File: src/design/acs_pkg.sv
// package: register map, field layout and conversion timing constants
package acs_pkg;
  // register byte offsets
  localparam logic [7:0] OFF_CTRL = 8'h00; // converter_control_status_a
  localparam logic [7:0] OFF_SEL = 8'h04; // channel_reference_select
  localparam logic [7:0] OFF_RES_LOW = 8'h08; // result_low_byte
  localparam logic [7:0] OFF_RES_HIGH = 8'h0C; // result_high_byte
  localparam logic [7:0] OFF_MODE = 8'h10; // mode bits
  localparam logic [7:0] OFF_STATUS = 8'h14; // sequencer status
  // control register fields
  localparam int B_ENABLE = 7; // converter_enable
  localparam int B_START = 6; // start_conversion
  localparam int B_AUTO = 5; // auto_trigger_enable
  localparam int B_DONE = 4; // conversion_done_flag, write one clears
  localparam int B_IRQ_EN = 3; // completion interrupt enable
  localparam int B_PS_LSB = 0; // prescaler_select, 3 bits
  // selection register fields
  localparam int B_CHAN_LSB = 0; // channel_select, 4 bits
  localparam int B_REF_LSB = 4; // reference_select, 3 bits
  // mode and status fields
  localparam int B_FREE_RUN = 0; // free running when auto triggered
  localparam int B_BUSY = 0; // conversion pending or running
  localparam int B_FIRST = 1; // next conversion is the long one
  // reset values
  localparam logic [2:0] RST_PS = 3'h0;
  localparam logic [3:0] RST_CHAN = 4'h0;
  localparam logic [2:0] RST_REF = 3'h0;
  // conversion timing in converter clock cycles
  localparam int NORMAL_CYCLES = 13;
  localparam int FIRST_CYCLES = 25;
  localparam int NORMAL_SH_TENTHS = 15; // 1.5 cycles
  localparam int FIRST_SH_TENTHS = 135; // 13.5 cycles
  localparam int AUTO_SH_CYCLES = 2;
  localparam int AUTO_TOTAL_TENTHS = 135; // 13.5 cycles
  // the same figures as half-cycle counts of the converter clock
  localparam logic [5:0] NORMAL_END_HALF = 6'(2 * NORMAL_CYCLES);
  localparam logic [5:0] FIRST_END_HALF = 6'(2 * FIRST_CYCLES);
  localparam logic [5:0] AUTO_END_HALF = 6'(AUTO_TOTAL_TENTHS / 5);
  localparam logic [5:0] NORMAL_SH_HALF = 6'(NORMAL_SH_TENTHS / 5);
  localparam logic [5:0] FIRST_SH_HALF = 6'(FIRST_SH_TENTHS / 5);
  localparam logic [5:0] AUTO_SH_HALF = 6'(2 * AUTO_SH_CYCLES);
  // sequencer states
  typedef enum logic [1:0] {ST_IDLE, ST_WAIT, ST_CONV} acs_state_t;
endpackage

File: src/design/acs_prescaler.sv
// converter clock prescaler: power-of-two divider with rise and fall ticks
`timescale 1ns/10ps
module acs_prescaler (
  input wire logic mclk,
  input wire logic rst_n,
  input wire logic clear,
  input wire logic [2:0] sel,
  output logic rise,
  output logic fall
);
  logic [6:0] cnt_reg; // free running count of mclk
  wire [6:0] mask; // divisor minus one
  wire [6:0] phase; // position within one converter period

  // select 0 and 1 both divide by two, then 4 up to 128
  assign mask = (sel == 3'h0) ? 7'h01 : 7'((8'h01 << sel) - 8'h01);
  assign phase = cnt_reg & mask;
  assign rise = (phase == mask); // converter clock rising edge
  assign fall = (phase == (mask >> 1)); // converter clock falling edge

  // counter held at zero while cleared
  always_ff @(posedge mclk or negedge rst_n) begin
    if (!rst_n) begin
      cnt_reg <= 7'h00;
    end else if (clear) begin
      cnt_reg <= 7'h00;
    end else begin
      cnt_reg <= cnt_reg + 7'h01;
    end
  end
endmodule // acs_prescaler

File: src/design/acs_sync.sv
// two flip-flop synchroniser for inputs from outside the mclk domain
`timescale 1ns/10ps
module acs_sync #(
  parameter int WIDTH = 1
) (
  input wire logic mclk,
  input wire logic rst_n,
  input wire logic [WIDTH-1:0] d,
  output logic [WIDTH-1:0] q
);
  logic [WIDTH-1:0] meta_reg; // first stage, read only by q

  // two stages, both cleared by reset
  always_ff @(posedge mclk or negedge rst_n) begin
    if (!rst_n) begin
      meta_reg <= '0;
      q <= '0;
    end else begin
      meta_reg <= d;
      q <= meta_reg;
    end
  end
endmodule // acs_sync

File: src/design/acs_top.sv
// converter sequencer: apb registers, start logic, timing and selection lock
//
// Decided for this implementation: the register offsets and register access over APB.
`timescale 1ns/10ps
// How it works
// - prescaler runs only while enable set
// - software start begins at next clock rise
// - conversion 13 cycles, 13.5 when triggered, first one 25
// - sample at 1.5 cycles, first 13.5
// - completion stores result, flags, clears start
// - trigger resets prescaler, samples two cycles later
// - free running restarts at once, start stays
// - selection buffered, locked during conversion
// - copying resumes in last converter cycle
// - free running reselection affects later conversions
// - quiet sleep with halted cpu starts conversion if irq enable set, auto trigger off
// - completion raises interrupt request when irq enable set
// - other sleep modes leave enable alone
// - start bit reads one while converting
// - trigger edges during conversion are ignored
// - low byte read blocks result updates
module acs_top
  import acs_pkg::*;
(
  input wire logic mclk,
  input wire logic rstn,
  input wire logic [7:0] paddr,
  input wire logic psel,
  input wire logic penable,
  input wire logic pwrite,
  input wire logic [31:0] pwdata,
  output logic [31:0] prdata,
  output logic pready,
  output logic pslverr,
  input wire logic trigger_in,
  input wire logic cpu_halted,
  input wire logic quiet_sleep,
  input wire logic [9:0] core_result,
  output logic conv_clk_rise,
  output logic sample_hold,
  output logic conv_active,
  output logic [3:0] active_channel,
  output logic [2:0] active_reference,
  output logic conv_irq
);
  logic rst_meta_reg; // reset release, first stage
  logic rst_n_reg; // reset release, used by all logic
  logic enable_reg; // converter_enable
  logic start_reg; // start_conversion
  logic auto_reg; // auto_trigger_enable
  logic done_reg; // conversion_done_flag
  logic irq_en_reg; // completion interrupt enable
  logic [2:0] ps_reg; // prescaler_select
  logic free_run_reg; // free running mode
  logic [3:0] buf_chan_reg; // buffered channel_select
  logic [2:0] buf_ref_reg; // buffered reference_select
  logic [3:0] act_chan_reg; // active channel
  logic [2:0] act_ref_reg; // active reference
  logic [9:0] res_reg; // result registers
  logic res_lock_reg; // low byte read, high not yet
  logic first_reg; // next conversion is the first since enable
  logic trig_prev_reg; // trigger level one cycle ago
  logic halted_prev_reg; // cpu halt level one cycle ago
  logic [5:0] half_reg; // half cycles into the conversion
  logic [5:0] sh_pt_reg; // sample point in half cycles
  logic [5:0] end_pt_reg; // conversion length in half cycles
  logic sh_reg; // sample-and-hold pulse
  logic [31:0] prdata_reg; // read data captured in setup phase
  acs_state_t state_reg; // sequencer state
  logic trig_s; // synchronised trigger
  logic [9:0] core_s; // synchronised core result
  logic rise; // converter clock rising edge
  logic fall; // converter clock falling edge

  wire wr = psel & penable & pwrite; // write access phase
  wire rd = psel & penable & ~pwrite; // read access phase
  wire wr_ctrl = wr & (paddr == OFF_CTRL);
  wire wr_sel = wr & (paddr == OFF_SEL);
  wire wr_mode = wr & (paddr == OFF_MODE);
  wire rd_low = rd & (paddr == OFF_RES_LOW);
  wire rd_high = rd & (paddr == OFF_RES_HIGH);
  wire hit = (paddr == OFF_CTRL) | (paddr == OFF_SEL) |
             (paddr == OFF_RES_LOW) | (paddr == OFF_RES_HIGH) |
             (paddr == OFF_MODE) | (paddr == OFF_STATUS);
  wire half_tick = rise | fall; // any converter clock edge
  wire idle = (state_reg == ST_IDLE);
  wire trig_edge = trig_s & ~trig_prev_reg; // rising trigger edge
  wire free_mode = auto_reg & free_run_reg; // free running selected
  // trigger only from idle; edges while busy fall here
  wire trig_start = enable_reg & auto_reg & ~free_run_reg & idle &
                    trig_edge;
  // start bit written with enable held set
  wire sw_start = wr_ctrl & pwdata[B_START] & pwdata[B_ENABLE] & idle;
  // quiet sleep start once the cpu halts
  wire sleep_start = cpu_halted & ~halted_prev_reg & quiet_sleep &
                     enable_reg & idle & ~auto_reg & irq_en_reg;
  wire any_start = sw_start | sleep_start | trig_start;
  wire in_conv = (state_reg == ST_CONV);
  wire last_half = half_reg == (end_pt_reg - 6'h01);
  wire complete = in_conv & half_tick & last_half & enable_reg;
  wire restart = complete & free_mode; // back to back conversion
  // locked until the last converter cycle
  wire locked = in_conv & (half_reg < (end_pt_reg - 6'h02));
  // trigger starts count from the prescaler reset, so use auto timing
  wire [5:0] new_sh = first_reg ? FIRST_SH_HALF :
                      (trig_start ? AUTO_SH_HALF : NORMAL_SH_HALF);
  wire [5:0] new_end = first_reg ? FIRST_END_HALF :
                       (trig_start ? AUTO_END_HALF : NORMAL_END_HALF);
  wire [31:0] ctrl_word = {24'h000000, enable_reg, start_reg, auto_reg,
                           done_reg, irq_en_reg, ps_reg};
  wire [31:0] sel_word = {25'h0000000, buf_ref_reg, buf_chan_reg};
  wire [31:0] rd_word =
    (paddr == OFF_CTRL) ? ctrl_word :
    (paddr == OFF_SEL) ? sel_word :
    (paddr == OFF_RES_LOW) ? {24'h000000, res_reg[7:0]} :
    (paddr == OFF_RES_HIGH) ? {30'h00000000, res_reg[9:8]} :
    (paddr == OFF_MODE) ? {31'h00000000, free_run_reg} :
    (paddr == OFF_STATUS) ? {30'h00000000, first_reg, ~idle} :
    32'h00000000;

  // reset released through two flops
  always_ff @(posedge mclk or negedge rstn) begin
    if (!rstn) begin
      rst_meta_reg <= 1'b0;
      rst_n_reg <= 1'b0;
    end else begin
      rst_meta_reg <= 1'b1;
      rst_n_reg <= rst_meta_reg;
    end
  end

  // trigger pin synchroniser
  acs_sync #(.WIDTH(1)) u_trig_sync (
    .mclk(mclk),
    .rst_n(rst_n_reg),
    .d(trigger_in),
    .q(trig_s)
  );

  // analog core result synchroniser
  acs_sync #(.WIDTH(10)) u_res_sync (
    .mclk(mclk),
    .rst_n(rst_n_reg),
    .d(core_result),
    .q(core_s)
  );

  // prescaler cleared by disable or by a trigger
  acs_prescaler u_prescaler (
    .mclk(mclk),
    .rst_n(rst_n_reg),
    .clear(~enable_reg | trig_start),
    .sel(ps_reg),
    .rise(rise),
    .fall(fall)
  );

  // apb answer: one wait-free access phase
  assign pready = psel & penable;
  assign pslverr = psel & penable & ~hit;
  assign prdata = prdata_reg;
  assign conv_clk_rise = rise;
  assign sample_hold = sh_reg;
  assign conv_active = in_conv;
  assign active_channel = act_chan_reg;
  assign active_reference = act_ref_reg;
  // request raised while the flag stands and irq enable is set
  assign conv_irq = done_reg & irq_en_reg;

  // read data captured in the setup phase
  always_ff @(posedge mclk or negedge rst_n_reg) begin
    if (!rst_n_reg) begin
      prdata_reg <= 32'h00000000;
    end else if (psel & ~penable & ~pwrite) begin
      prdata_reg <= rd_word;
    end
  end

  // control register; sleep never touches enable
  always_ff @(posedge mclk or negedge rst_n_reg) begin
    if (!rst_n_reg) begin
      enable_reg <= 1'b0;
      auto_reg <= 1'b0;
      irq_en_reg <= 1'b0;
      ps_reg <= RST_PS;
      free_run_reg <= 1'b0;
    end else begin
      if (wr_ctrl) begin
        enable_reg <= pwdata[B_ENABLE];
        auto_reg <= pwdata[B_AUTO];
        irq_en_reg <= pwdata[B_IRQ_EN];
        ps_reg <= pwdata[B_PS_LSB +: 3];
      end
      if (wr_mode) begin
        free_run_reg <= pwdata[B_FREE_RUN];
      end
    end
  end

  // start bit: set by any start, held while busy
  always_ff @(posedge mclk or negedge rst_n_reg) begin
    if (!rst_n_reg) begin
      start_reg <= 1'b0;
    end else if (!enable_reg) begin
      start_reg <= 1'b0;
    end else if (any_start) begin
      start_reg <= 1'b1;
    end else if (complete & ~restart) begin
      start_reg <= 1'b0; // cleared with the flag
    end
  end

  // done flag: completion wins over a write-one clear
  always_ff @(posedge mclk or negedge rst_n_reg) begin
    if (!rst_n_reg) begin
      done_reg <= 1'b0;
    end else if (complete) begin
      done_reg <= 1'b1;
    end else if (wr_ctrl & pwdata[B_DONE]) begin
      done_reg <= 1'b0;
    end
  end

  // selection buffer written by software
  always_ff @(posedge mclk or negedge rst_n_reg) begin
    if (!rst_n_reg) begin
      buf_chan_reg <= RST_CHAN;
      buf_ref_reg <= RST_REF;
    end else if (wr_sel) begin
      buf_chan_reg <= pwdata[B_CHAN_LSB +: 4];
      buf_ref_reg <= pwdata[B_REF_LSB +: 3];
    end
  end

  // active selection follows buffer unless locked
  always_ff @(posedge mclk or negedge rst_n_reg) begin
    if (!rst_n_reg) begin
      act_chan_reg <= RST_CHAN;
      act_ref_reg <= RST_REF;
    end else if (!locked) begin
      act_chan_reg <= buf_chan_reg; // resumes near the end
      act_ref_reg <= buf_ref_reg;
    end
  end

  // result lock between low and high byte reads
  always_ff @(posedge mclk or negedge rst_n_reg) begin
    if (!rst_n_reg) begin
      res_reg <= 10'h000;
      res_lock_reg <= 1'b0;
    end else begin
      if (complete & ~res_lock_reg) begin
        res_reg <= core_s; // result stored at completion
      end
      if (rd_low) begin
        res_lock_reg <= 1'b1;
      end else if (rd_high) begin
        res_lock_reg <= 1'b0;
      end
    end
  end

  // first-conversion flag
  always_ff @(posedge mclk or negedge rst_n_reg) begin
    if (!rst_n_reg) begin
      first_reg <= 1'b1;
    end else if (!enable_reg) begin
      first_reg <= 1'b1;
    end else if (complete) begin
      first_reg <= 1'b0;
    end
  end

  // edge detector history
  always_ff @(posedge mclk or negedge rst_n_reg) begin
    if (!rst_n_reg) begin
      trig_prev_reg <= 1'b0;
      halted_prev_reg <= 1'b0;
    end else begin
      trig_prev_reg <= trig_s;
      halted_prev_reg <= cpu_halted;
    end
  end

  // sequencer state machine
  always_ff @(posedge mclk or negedge rst_n_reg) begin
    if (!rst_n_reg) begin
      state_reg <= ST_IDLE;
      half_reg <= 6'h00;
      sh_pt_reg <= NORMAL_SH_HALF;
      end_pt_reg <= NORMAL_END_HALF;
      sh_reg <= 1'b0;
    end else begin
      sh_reg <= in_conv & half_tick &
                (half_reg == (sh_pt_reg - 6'h01));
      if (!enable_reg) begin
        state_reg <= ST_IDLE;
        half_reg <= 6'h00;
      end else begin
        case (state_reg)
          ST_IDLE: begin
            if (trig_start) begin
              state_reg <= ST_CONV; // trigger edge is the start
              half_reg <= 6'h00;
              sh_pt_reg <= new_sh;
              end_pt_reg <= new_end;
            end else if (any_start) begin
              state_reg <= ST_WAIT; // wait for the next rise
            end
          end
          ST_WAIT: begin
            if (rise) begin
              state_reg <= ST_CONV; // starts on the rise
              half_reg <= 6'h00;
              sh_pt_reg <= new_sh;
              end_pt_reg <= new_end;
            end
          end
          ST_CONV: begin
            if (restart) begin
              half_reg <= 6'h00; // next one at once
              sh_pt_reg <= NORMAL_SH_HALF;
              end_pt_reg <= NORMAL_END_HALF;
            end else if (complete) begin
              state_reg <= ST_IDLE;
              half_reg <= 6'h00;
            end else if (half_tick) begin
              half_reg <= half_reg + 6'h01; // length count
            end
          end
          default: begin
            state_reg <= ST_IDLE;
          end
        endcase
      end
    end
  end
endmodule // acs_top

File: config.mk
export PLATFORM = sky130hd
export DESIGN_NAME = acs_top
export DESIGN_NICKNAME = d
export VERILOG_FILES = /design/src/design/acs_pkg.sv /design/src/design/acs_prescaler.sv /design/src/design/acs_sync.sv /design/src/design/acs_top.sv
export SDC_FILE = /design/constraint.sdc
export NUM_CORES = 1
export LEC_CHECK = 0
export ABC_AREA = 1
export ABC_CLOCK_PERIOD_IN_PS = 6200
export BUFFER_PORTS_ARGS = -buffer_cell sky130_fd_sc_hd__buf_2
export CAP_MARGIN = 20
export CELL_PAD_IN_SITES_DETAIL_PLACEMENT = 1
export CELL_PAD_IN_SITES_GLOBAL_PLACEMENT = 2
export CORE_ASPECT_RATIO = 0.9
export CORE_MARGIN = 4
export CORE_UTILIZATION = 30
export DETAILED_ROUTE_END_ITERATION = 12
export HOLD_SLACK_MARGIN = 0.1
export PLACE_DENSITY = 0.87
export SETUP_SLACK_MARGIN = 0.2
export SYNTH_ARGS = -nofsm -noshare
export SYNTH_HDL_FRONTEND = slang
export SYNTH_SLANG_ARGS = --single-unit
File: constraint.sdc
create_clock -name mclk -period 6.2 [get_ports mclk]
set_clock_uncertainty 0.1 [all_clocks]
set_input_delay 0.31 -clock mclk [delete_from_list [all_inputs] [get_ports mclk]]
set_output_delay 0.31 -clock mclk [all_outputs]
set_load 0.1 [all_outputs]
After elaboration in Yosys (flattened, before gate mapping)
Cells that the tools add are included.
{"block": "totals", "ff_bits": 121, "input_bits": 58, "output_inout_bits": 45, "wordCells": 169}
{"block": "classes", "addsub": 6, "n_lt_le_gt_ge": 1, "n_eq_ne": 23, "n_shift": 1, "muxes": 43, "bitwise_logic": 57, "n_reduce_logical": 9}
{"op": "6-bit 2-to-1 mux", "count": 13}
{"op": "6-bit case mux with 3 select lines", "count": 3}
{"op": "1-bit AND", "count": 36}
{"op": "8-bit 2-to-1 mux", "count": 3}
{"op": "2-bit 2-to-1 mux", "count": 9}
{"op": "8-bit by 4-bit == test with 1-bit output, second input constant", "count": 2}
{"op": "8-bit by 5-bit == test with 1-bit output, second input constant", "count": 2}
{"op": "7-bit 2-to-1 mux", "count": 2}
{"op": "6-bit == test", "count": 2}
{"op": "6-bit by 1-bit subtractor with 6-bit output, second input constant", "count": 2}
{"op": "1-bit inverter", "count": 11}
{"op": "1-bit 2-to-1 mux", "count": 10}
{"op": "1-bit OR", "count": 9}
{"op": "8-bit by 3-bit == test with 1-bit output, second input constant", "count": 1}
{"op": "8-bit zero test", "count": 1}
{"op": "4-bit AND reduction", "count": 2}
{"op": "7-bit by 1-bit adder with 7-bit output, second input constant", "count": 1}
{"op": "7-bit AND", "count": 1}
{"op": "7-bit by 6-bit == test with 1-bit output", "count": 1}
{"op": "7-bit == test", "count": 1}
{"op": "1-bit by 3-bit left shift with 7-bit output, first input constant", "count": 1}
{"op": "7-bit by 1-bit subtractor with 7-bit output, second input constant", "count": 1}
{"op": "6-bit by 1-bit adder with 6-bit output, second input constant", "count": 1}
{"op": "6-bit less-than comparator", "count": 1}
{"op": "19 further kinds", "count": 24}

Longest topological paths before layout
Gate-level depths: netlist of the first run.
{"block": "depth", "word_depth": 15, "mapped_depth": 15, "depth_no_buf": 14}

By module
Synthesis of the first run repeated with hierarchy kept, for this count alone.
{"block": "unflattened", "hier_cells": 526, "hier_area_um2": 4365.4}
{"module": "acs_top", "instances": 1, "cells_each": 421, "area_each_um2": 3280.6, "seq_area_each_um2": 1505.2}
{"module": "acs_prescaler", "instances": 1, "cells_each": 83, "area_each_um2": 534.3, "seq_area_each_um2": 175.2}
{"module": "acs_sync (u_res_sync)", "instances": 1, "cells_each": 20, "area_each_um2": 500.5, "seq_area_each_um2": 500.5}
{"module": "acs_sync (u_trig_sync)", "instances": 1, "cells_each": 2, "area_each_um2": 50.0, "seq_area_each_um2": 50.0}

Worst setup path after synthesis of the first run
OpenSTA, ideal clock, no wires.
{"block": "synth_path", "path_kind": "flip-flop to flip-flop", "startpoint": "reg state_reg[0]", "endpoint": "reg act_chan_reg[0] (netlist: active_channel[0])", "setup_time_ns": 0.133, "arrival_time_ns": 2.240, "t_required_ns": 5.967, "setup_slack_ns": 3.727, "stages_incl_launch_ff": 8, "n_path_buf": 1, "synth_period_minus_slack_ns": 2.473, "path_cell_list": "dfrtp_1 -> nor2_2 -> inv_1 -> a311oi_1 -> o31ai_1 -> clkbuf_1 -> nor2_1 -> a21oi_1"}
{"block": "synth_between", "elab_chain_cells": 2}
{"item": "start: declaration", "line_no": "acs_top.sv:69", "source": "acs_state_t state_reg;"}
{"item": "start signal: assignment", "line_no": "acs_top.sv:288", "source": "state_reg <= ST_IDLE;"}
{"item": "start signal: assignment", "line_no": "acs_top.sv:297", "source": "state_reg <= ST_IDLE;"}
{"item": "start signal: assignment", "line_no": "acs_top.sv:303", "source": "state_reg <= ST_CONV;"}
{"item": "2-bit == test", "line_no": "acs_top.sv:98", "source": "wire in_conv = (state_reg == ST_CONV);"}
{"item": "via conv_active", "line_no": "acs_top.sv:41", "source": "output logic conv_active,"}
{"item": "1-bit AND", "line_no": "acs_top.sv:103", "source": "wire locked = in_conv & (half_reg < (end_pt_reg - 6'h02));"}
{"item": "end signal: assignment", "line_no": "acs_top.sv:241", "source": "act_chan_reg <= buf_chan_reg;"}
{"item": "end: declaration", "line_no": "acs_top.sv:57", "source": "logic [3:0] act_chan_reg;"}
The timed path passes the listed nets, and every way through them passes these cells.
A chain may end at the register's enable or synchronous reset.

Worst setup path in the final report of the first run
{"block": "layout_path", "startpoint": "in paddr[7]", "endpoint": "reg state_reg[0]"}
{"block": "layout_between", "elab_chain_cells": 9}
{"item": "start: declaration", "line_no": "acs_top.sv:27", "source": "input wire logic [7:0] paddr,"}
{"item": "8-bit zero test", "line_no": "acs_top.sv:77", "source": "wire wr_ctrl = wr & (paddr == OFF_CTRL);"}
{"item": "1-bit AND", "line_no": "acs_top.sv:77"}
{"item": "1-bit AND (3 in a row)", "line_no": "acs_top.sv:93", "source": "wire sw_start = wr_ctrl & pwdata[B_START] & pwdata[B_ENABLE] & idle;"}
{"item": "1-bit OR (2 in a row)", "line_no": "acs_top.sv:97", "source": "wire any_start = sw_start | sleep_start | trig_start;"}
{"item": "4-bit by 2-bit inequality test with 1-bit output (no source line)"}
{"item": "4-bit AND reduction (no source line)"}
Every way passes these cells.

==> flow_metrics.tcl, run 1 <==
set metrics [dict create \
    wl_mm 11.05 \
    post_cts_buffers 0 \
    switching_share 0.3762 \
    ir_drop_mv 0.2712 \
    avgRoutedWirePerCell_um 14.50 \
    hold_violations 0 \
    status "completed" \
    drv_cap 0 \
    final_cell_mix "nand2_1, dfrtp_1, inv_1" \
    dr.pass1.iters 4 \
    port_buffers 54 \
    cts.clk_slew.worst_paths_ns 0.07 \
    syn_area_mm2 0.004329 \
    power_switching_uw 669.2 \
    htreeDepth 3 \
    num_antenna_cells 0 \
    fin_util 0.3691 \
    synth_cell_type_count 46 \
    routabilityCongestion 0.7825 \
    cts.sinks 89 \
    path_max_fanout 13 \
    drc_errors 0 \
    fmaxAchievable_ghz 0.4098 \
    max-clock-path-buffers 2 \
    p_comb_frac 0.283 \
    p_leak_uw 0.002573 \
    grt_pass1_wl_mm 18.57 \
    n_fill_cell 1709 \
    antenna_found_initial 0 \
    setup_viol 0 \
    area_growth_syn_to_layout_pct 19.86 \
    startpoint_type "input pin" \
    clkLatencyLatePin_ns 0.35 \
    seqPwrFrac 0.405 \
    finalCritPeriodShare 0.3936 \
    drt_iter0_markers 148 \
    root_buffer "clkbuf_16" \
    finalSetupTns_ns 0 \
    syn_area_per_cell_um2 8.799 \
    die_w_um 134.6 \
    critical_path_class "input pin to flop" \
    numCtsBuffers 9 \
    power.density_mw_per_mm2 342.8 \
    drive_gt1_frac 0.2004 \
    grt_pass1_vias 3649 \
    synthCells 492 \
    yosysSeqAreaShare 0.5153 \
    fin_nets 630 \
    mostFrequentLayoutCell "nand2_1" \
    grt_start_max_net_pins 88 \
    ff2ff_path_depth 9 \
    hp-class "input pin to flop" \
    worst_slack_ns 3.760 \
    worstMarginPinSlew_ns 0.9079 \
    overflow 0 \
    drv_slew 0 \
    dpl.hpwl_mm 8.195 \
    multi_input_area_mm2 0.001683 \
    regArea_mm2 0.002235 \
    grt.total_usage 0.1458 \
    tritoncts "yes" \
    place_worst_setup_slack_ns 3.396 \
    core_region_area_mm2 0.01406 \
    viasPerCell 4.545 \
    dieHeight_um 122.0 \
    slew_headroom 0.3901 \
    arrival_ns 2.63 \
    start_util 0.3080 \
    rsz0062_at_grt "no" \
    async_reset_ff_frac 1.000 \
    end_kind "flop" \
    rows 41 \
    clkPwrFrac 0.312 \
    synth_edf_count 0 \
    io_pins 103 \
    ys_warn_count 0 \
    ys.flop_type "dfrtp_1" \
    hold_path_depth 3 \
    vias 3463 \
    min_period_ns 2.440 \
    die-area_mm2 0.01642 \
    worstPathRequired_ns 6.39 \
    ant_nets 0 \
    p_total_uw 1779 \
    cellInternalPower_uw 1109 \
    synth_seq_cells 89 \
]
cells by family (layout without fill, tap and decap cells):
group	Yosys count	after routing	synth area share
simple gates	200	200	0.2107
buf+inv	102	156	0.1159
flops	89	89	0.5153
compound gates	81	81	0.1127
xor+xnor	9	9	0.01821
fa+ha+maj	7	7	0.02023
other cells	2	25	0.001735
mux	2	2	0.005202
power groups by stage:
stage	combinational, uW	clock (uW)	sequential, uW
global route	566	603	732
detailed placement	488	0	738
global placement	467	0	731
finish	503	555	720
floorplan	372	0	749
CTS	500	571	728
metal layers:
layer	wire [um]	vias up	share of wire	GRT usage
met4	151	0	0.014	0.04835
met3	418	11	0.038	0.03881
li1	-	1659	-	-
met5	0	-	0	0
met2	5793	69	0.52	0.2506
met1	4685	1724	0.42	0.1781
synthesized netlist by cell type (2+ instances only):
cell type,number,area [um2]
inv_1,64,240.2
mux2_2,2,22.52
nor2_1,40,150.1
o31ai_1,2,15.01
buf_2,5,25.02
dfrtp_1,86,2152
nand3b_1,3,22.52
nor2_2,6,37.54
or2_0,2,12.51
nor3_1,9,45.04
inv_2,3,11.26
xor2_1,6,52.55
nor3b_1,2,15.01
conb_1,2,7.510
xnor2_1,3,26.28
clkbuf_1,3,11.26
ha_1,7,87.58
a21oi_1,20,100.1
nand4_1,4,25.02
buf_4,24,180.2
buf_6,3,33.78
o21ai_2,10,87.58
o22ai_1,3,18.77
o21ai_1,4,20.02
dfstp_2,3,78.83
nand2_2,12,75.07
o21ai_0,32,160.2
nand2_1,92,345.3
nand3_1,23,115.1
worst paths after layout:
kind                                  endpoint        start  slack, ns
hold reg to reg            active_reference[1]    rst_n_reg       0.23
setup / recovery                  state_reg[0]     paddr[7]       3.76
hold / removal                       ps_reg[0]    pwdata[0]       0.13
setup reg to reg                    res_reg[7]  half_reg[0]       3.79
min in group asynchronous            rst_n_reg         rstn       0.16
max in group asynchronous            first_reg    rst_n_reg       5.10
critical path, cell delays in order:
cell and delay (ns):
buf_2 0.09, or2_2 0.30, nor3_2 0.55, nand2_1 0.26
nor2_2 0.46, nand4_1 0.20, nand3_1 0.14, nand2_1 0.07
nor2_1 0.09, nand3_1 0.08, nand2_1 0.08
through the flow:
stage / hold slack, ns / cell area (um2) / instances
after CTS: 0.1121 / 5161 / 761
after floorplan: -0.08559 / 4415 / 515
final: 0.1256 / 5189 / 762
after global placement: -0.004707 / 4688 / 728
after global routing: 0.1314 / 5189 / 762
after detailed placement: -0.004129 / 4688 / 728
cell type report:
| class | count | share of cell area |
|---|---|---|
| Tap cell | 193 | 0.04654 |
| Clock inverter | 6 | 0.01302 |
| Sequential cell | 89 | 0.4307 |
| Multi-Input combinational cell | 324 | 0.3243 |
| Timing Repair Buffer | 74 | 0.09356 |
| Inverter | 67 | 0.04847 |
| Clock buffer | 9 | 0.04340 |
what timing repair did:
action                                 4_1_cts  5_1_grt
endpoints found under the hold margin       19        0
gates resized for setup                      0        0
hold buffers                                18        0
(Power assumes the default switching activity.)
==> run 2: changes to the inputs <==
--- a/config.mk
+++ b/config.mk
@@ -6,17 +6,17 @@
 export NUM_CORES = 1
 export LEC_CHECK = 0
 export ABC_AREA = 1
-export ABC_CLOCK_PERIOD_IN_PS = 6200
+export ABC_CLOCK_PERIOD_IN_PS = 2100
 export BUFFER_PORTS_ARGS = -buffer_cell sky130_fd_sc_hd__buf_2
 export CAP_MARGIN = 20
 export CELL_PAD_IN_SITES_DETAIL_PLACEMENT = 1
 export CELL_PAD_IN_SITES_GLOBAL_PLACEMENT = 2
 export CORE_ASPECT_RATIO = 0.9
 export CORE_MARGIN = 4
-export CORE_UTILIZATION = 30
+export CORE_UTILIZATION = 29
 export DETAILED_ROUTE_END_ITERATION = 12
 export HOLD_SLACK_MARGIN = 0.1
-export PLACE_DENSITY = 0.87
+export PLACE_DENSITY = 0.88
 export SETUP_SLACK_MARGIN = 0.2
 export SYNTH_ARGS = -nofsm -noshare
 export SYNTH_HDL_FRONTEND = slang
==> constraint.sdc (replaced) <==
create_clock -name mclk -period 2.1 [get_ports mclk]
set_clock_uncertainty 0.1 [all_clocks]
set_input_delay 0.105 -clock mclk [delete_from_list [all_inputs] [get_ports mclk]]
set_output_delay 0.105 -clock mclk [all_outputs]
set_load 0.1 [all_outputs]
==> run 2 against run 1 <==
Compared with the run above:
- wire length increased by 9.4%
- non-clock buffer count increased by 41
- global-route usage increased by 0.40 points
- critical path depth decreased by 3
- via count increased by 4.0%
- combinational power increased to 3.7 times the previous value
- sequential cell count unchanged
- die area increased by 3.2%
- sequential power increased to 2.9 times the previous value
- register-to-register slack got worse by 3.7 ns
- critical path type is now flop to flop
- largest cell class unchanged
- largest power group unchanged
==> flow_metrics.tcl, run 2 (synthesis gave the netlist of run 1 again) <==
set metrics [dict create \
    num_antenna_cells 0 \
    final_cell_mix "nand2_1, dfrtp_1, inv_1" \
    dieHeight_um 123.9 \
    drv_slew 0 \
    rows 42 \
    clkLatencyLatePin_ns 0.35 \
    rsz0062_at_grt "yes" \
    min_period_ns 2.041 \
    slowest_delay_ns 0.53 \
    avgRoutedWirePerCell_um 14.88 \
    finalCritPeriodShare 0.9721 \
    placed_area_mm2 0.004862 \
    overflow 0 \
    die_w_um 136.8 \
    p_total_uw 5595 \
    cp_cell_sequence "inv_1 -> ha_1 -> inv_2 -> nor3_4 -> nand4_4 -> or2_4 -> nand2_2 -> o21ai_2" \
    hp-class "input pin to flop" \
    path_max_fanout 7 \
    port_buffers 54 \
    status "completed" \
    drive_gt1_frac 0.2948 \
    dr.pass1.iters 4 \
    cts.sinks 89 \
    dpl.hpwl_mm 8.444 \
    drc_errors 0 \
    grt_pass1_vias 3892 \
    arrival_ns 2.19 \
    max-clock-path-buffers 2 \
    numCtsBuffers 9 \
    power.density_mw_per_mm2 966.9 \
    vias 3601 \
    final_area_mm2 0.005787 \
    fmaxAchievable_ghz 0.4899 \
    htreeDepth 3 \
    drt_iter0_markers 117 \
    finalSetupTns_ns 0 \
    drv_cap 0 \
    critical_path_class "flop to flop" \
    core_region_area_mm2 0.01466 \
    worstPathRequired_ns 2.25 \
    viasPerCell 4.435 \
    mostFrequentLayoutCell "nand2_1" \
    area_growth_syn_to_layout_pct 33.67 \
    final-instance-count-excl-fill 812 \
    end_kind "flop" \
    grt.total_usage 0.1498 \
    cts.clk_slew.worst_paths_ns 0.07 \
    start_util 0.2953 \
    placedCellCount 752 \
    setup_viol 0 \
    routabilityCongestion 0.8082 \
    cpMaxStageDelayCell "dfstp_2" \
    grt_start_max_net_pins 88 \
    r2r_slack_ns 0.06 \
    p_leak_uw 0.002848 \
    root_buffer "clkbuf_16" \
    startpoint_type "flop" \
    die-area_mm2 0.01695 \
    io_pins 103 \
    fin_nets 674 \
    tritoncts "yes" \
    grt_pass1_wl_mm 19.58 \
    antenna_found_initial 0 \
    ant_nets 0 \
    hold_violations 0 \
    wl_mm 12.09 \
    ir_drop_mv 0.7251 \
]
-- run 2: changes by cell type in the layout (fill, tap and decap cells not counted), moves of 4 or more --
cell	before	now
nand2_2	12	18
dlygate4sd3_1	18	29
nand3_2	1	5
nor2_1	40	36
nand2_1	92	83
buf_4	1	26
nand3_1	23	18
buf_6	0	5
nand2_4	0	4
-- run 2: metrics by stage --
step	hold WS [ns]	utilization	setup WS, ns
after global placement	-0.2100	0.3316	0.01270
after floorplan	-0.2906	-	0.08653
after global routing	0.1593	0.3947	-0.05426
after detailed placement	-0.2081	0.3316	-0.02318
after CTS	0.1194	0.3798	0.05712
final	0.1307	0.3947	0.05867
-- run 2: path summary, 6_finish.rpt --
check | startpoint | endpoint | cells after the start
min reg2reg | rst_n_reg | active_channel[1] | 1
max reg2reg | end_pt_reg[3] | res_reg[5] | 8
max in group asynchronous | rst_n_reg | ps_reg[1] | 1
max | end_pt_reg[3] | res_reg[5] | 8
min | paddr[4] | prdata[7] | 5
min in group asynchronous | rst_n_reg | active_channel[1] | 1
-- run 2: layout make-up --
cell class	count	area [um2]
clock buffers	9	225.2
repair buffers	115	847.1
inverters	67	259.0
clock inverters	7	86.33
multi-input cells	327	1883
well taps	198	247.7
flip-flops and latches	89	2238
fillers	1730	8875
-- run 2: worst max-delay path: cells and delay by family (launching register included) --
kind / cells / cell delay, ns
buf+inv: 2 / 0.10
flops: 1 / 0.53
fa+ha+maj: 1 / 0.28
compound gates: 1 / 0.05
simple gates: 4 / 0.88
-- run 2: routing by layer --
layer  track usage  wire, um
met4       0.04426       204
met3       0.03796       387
met2        0.2802      6482
met1        0.1680      5011
met5             0         0
-- run 2: timing repair --
| item | 4_1_cts | 5_1_grt |
|---|---|---|
| pin swaps | 8 | 19 |
| cloned | 3 | 1 |
| setup buffers | 3 | 8 |
| endpoints found under the setup margin | 29 | 36 |
| hold buffers | 29 | 0 |
| gates resized for setup | 23 | 38 |
| endpoints found under the hold margin | 34 | 0 |
-- run 2: report_power, final --
group	switching, uW	internal (uW)
Combinational	1260	616
Clock	774	849
Sequential	177	1920
Total	2210	3390
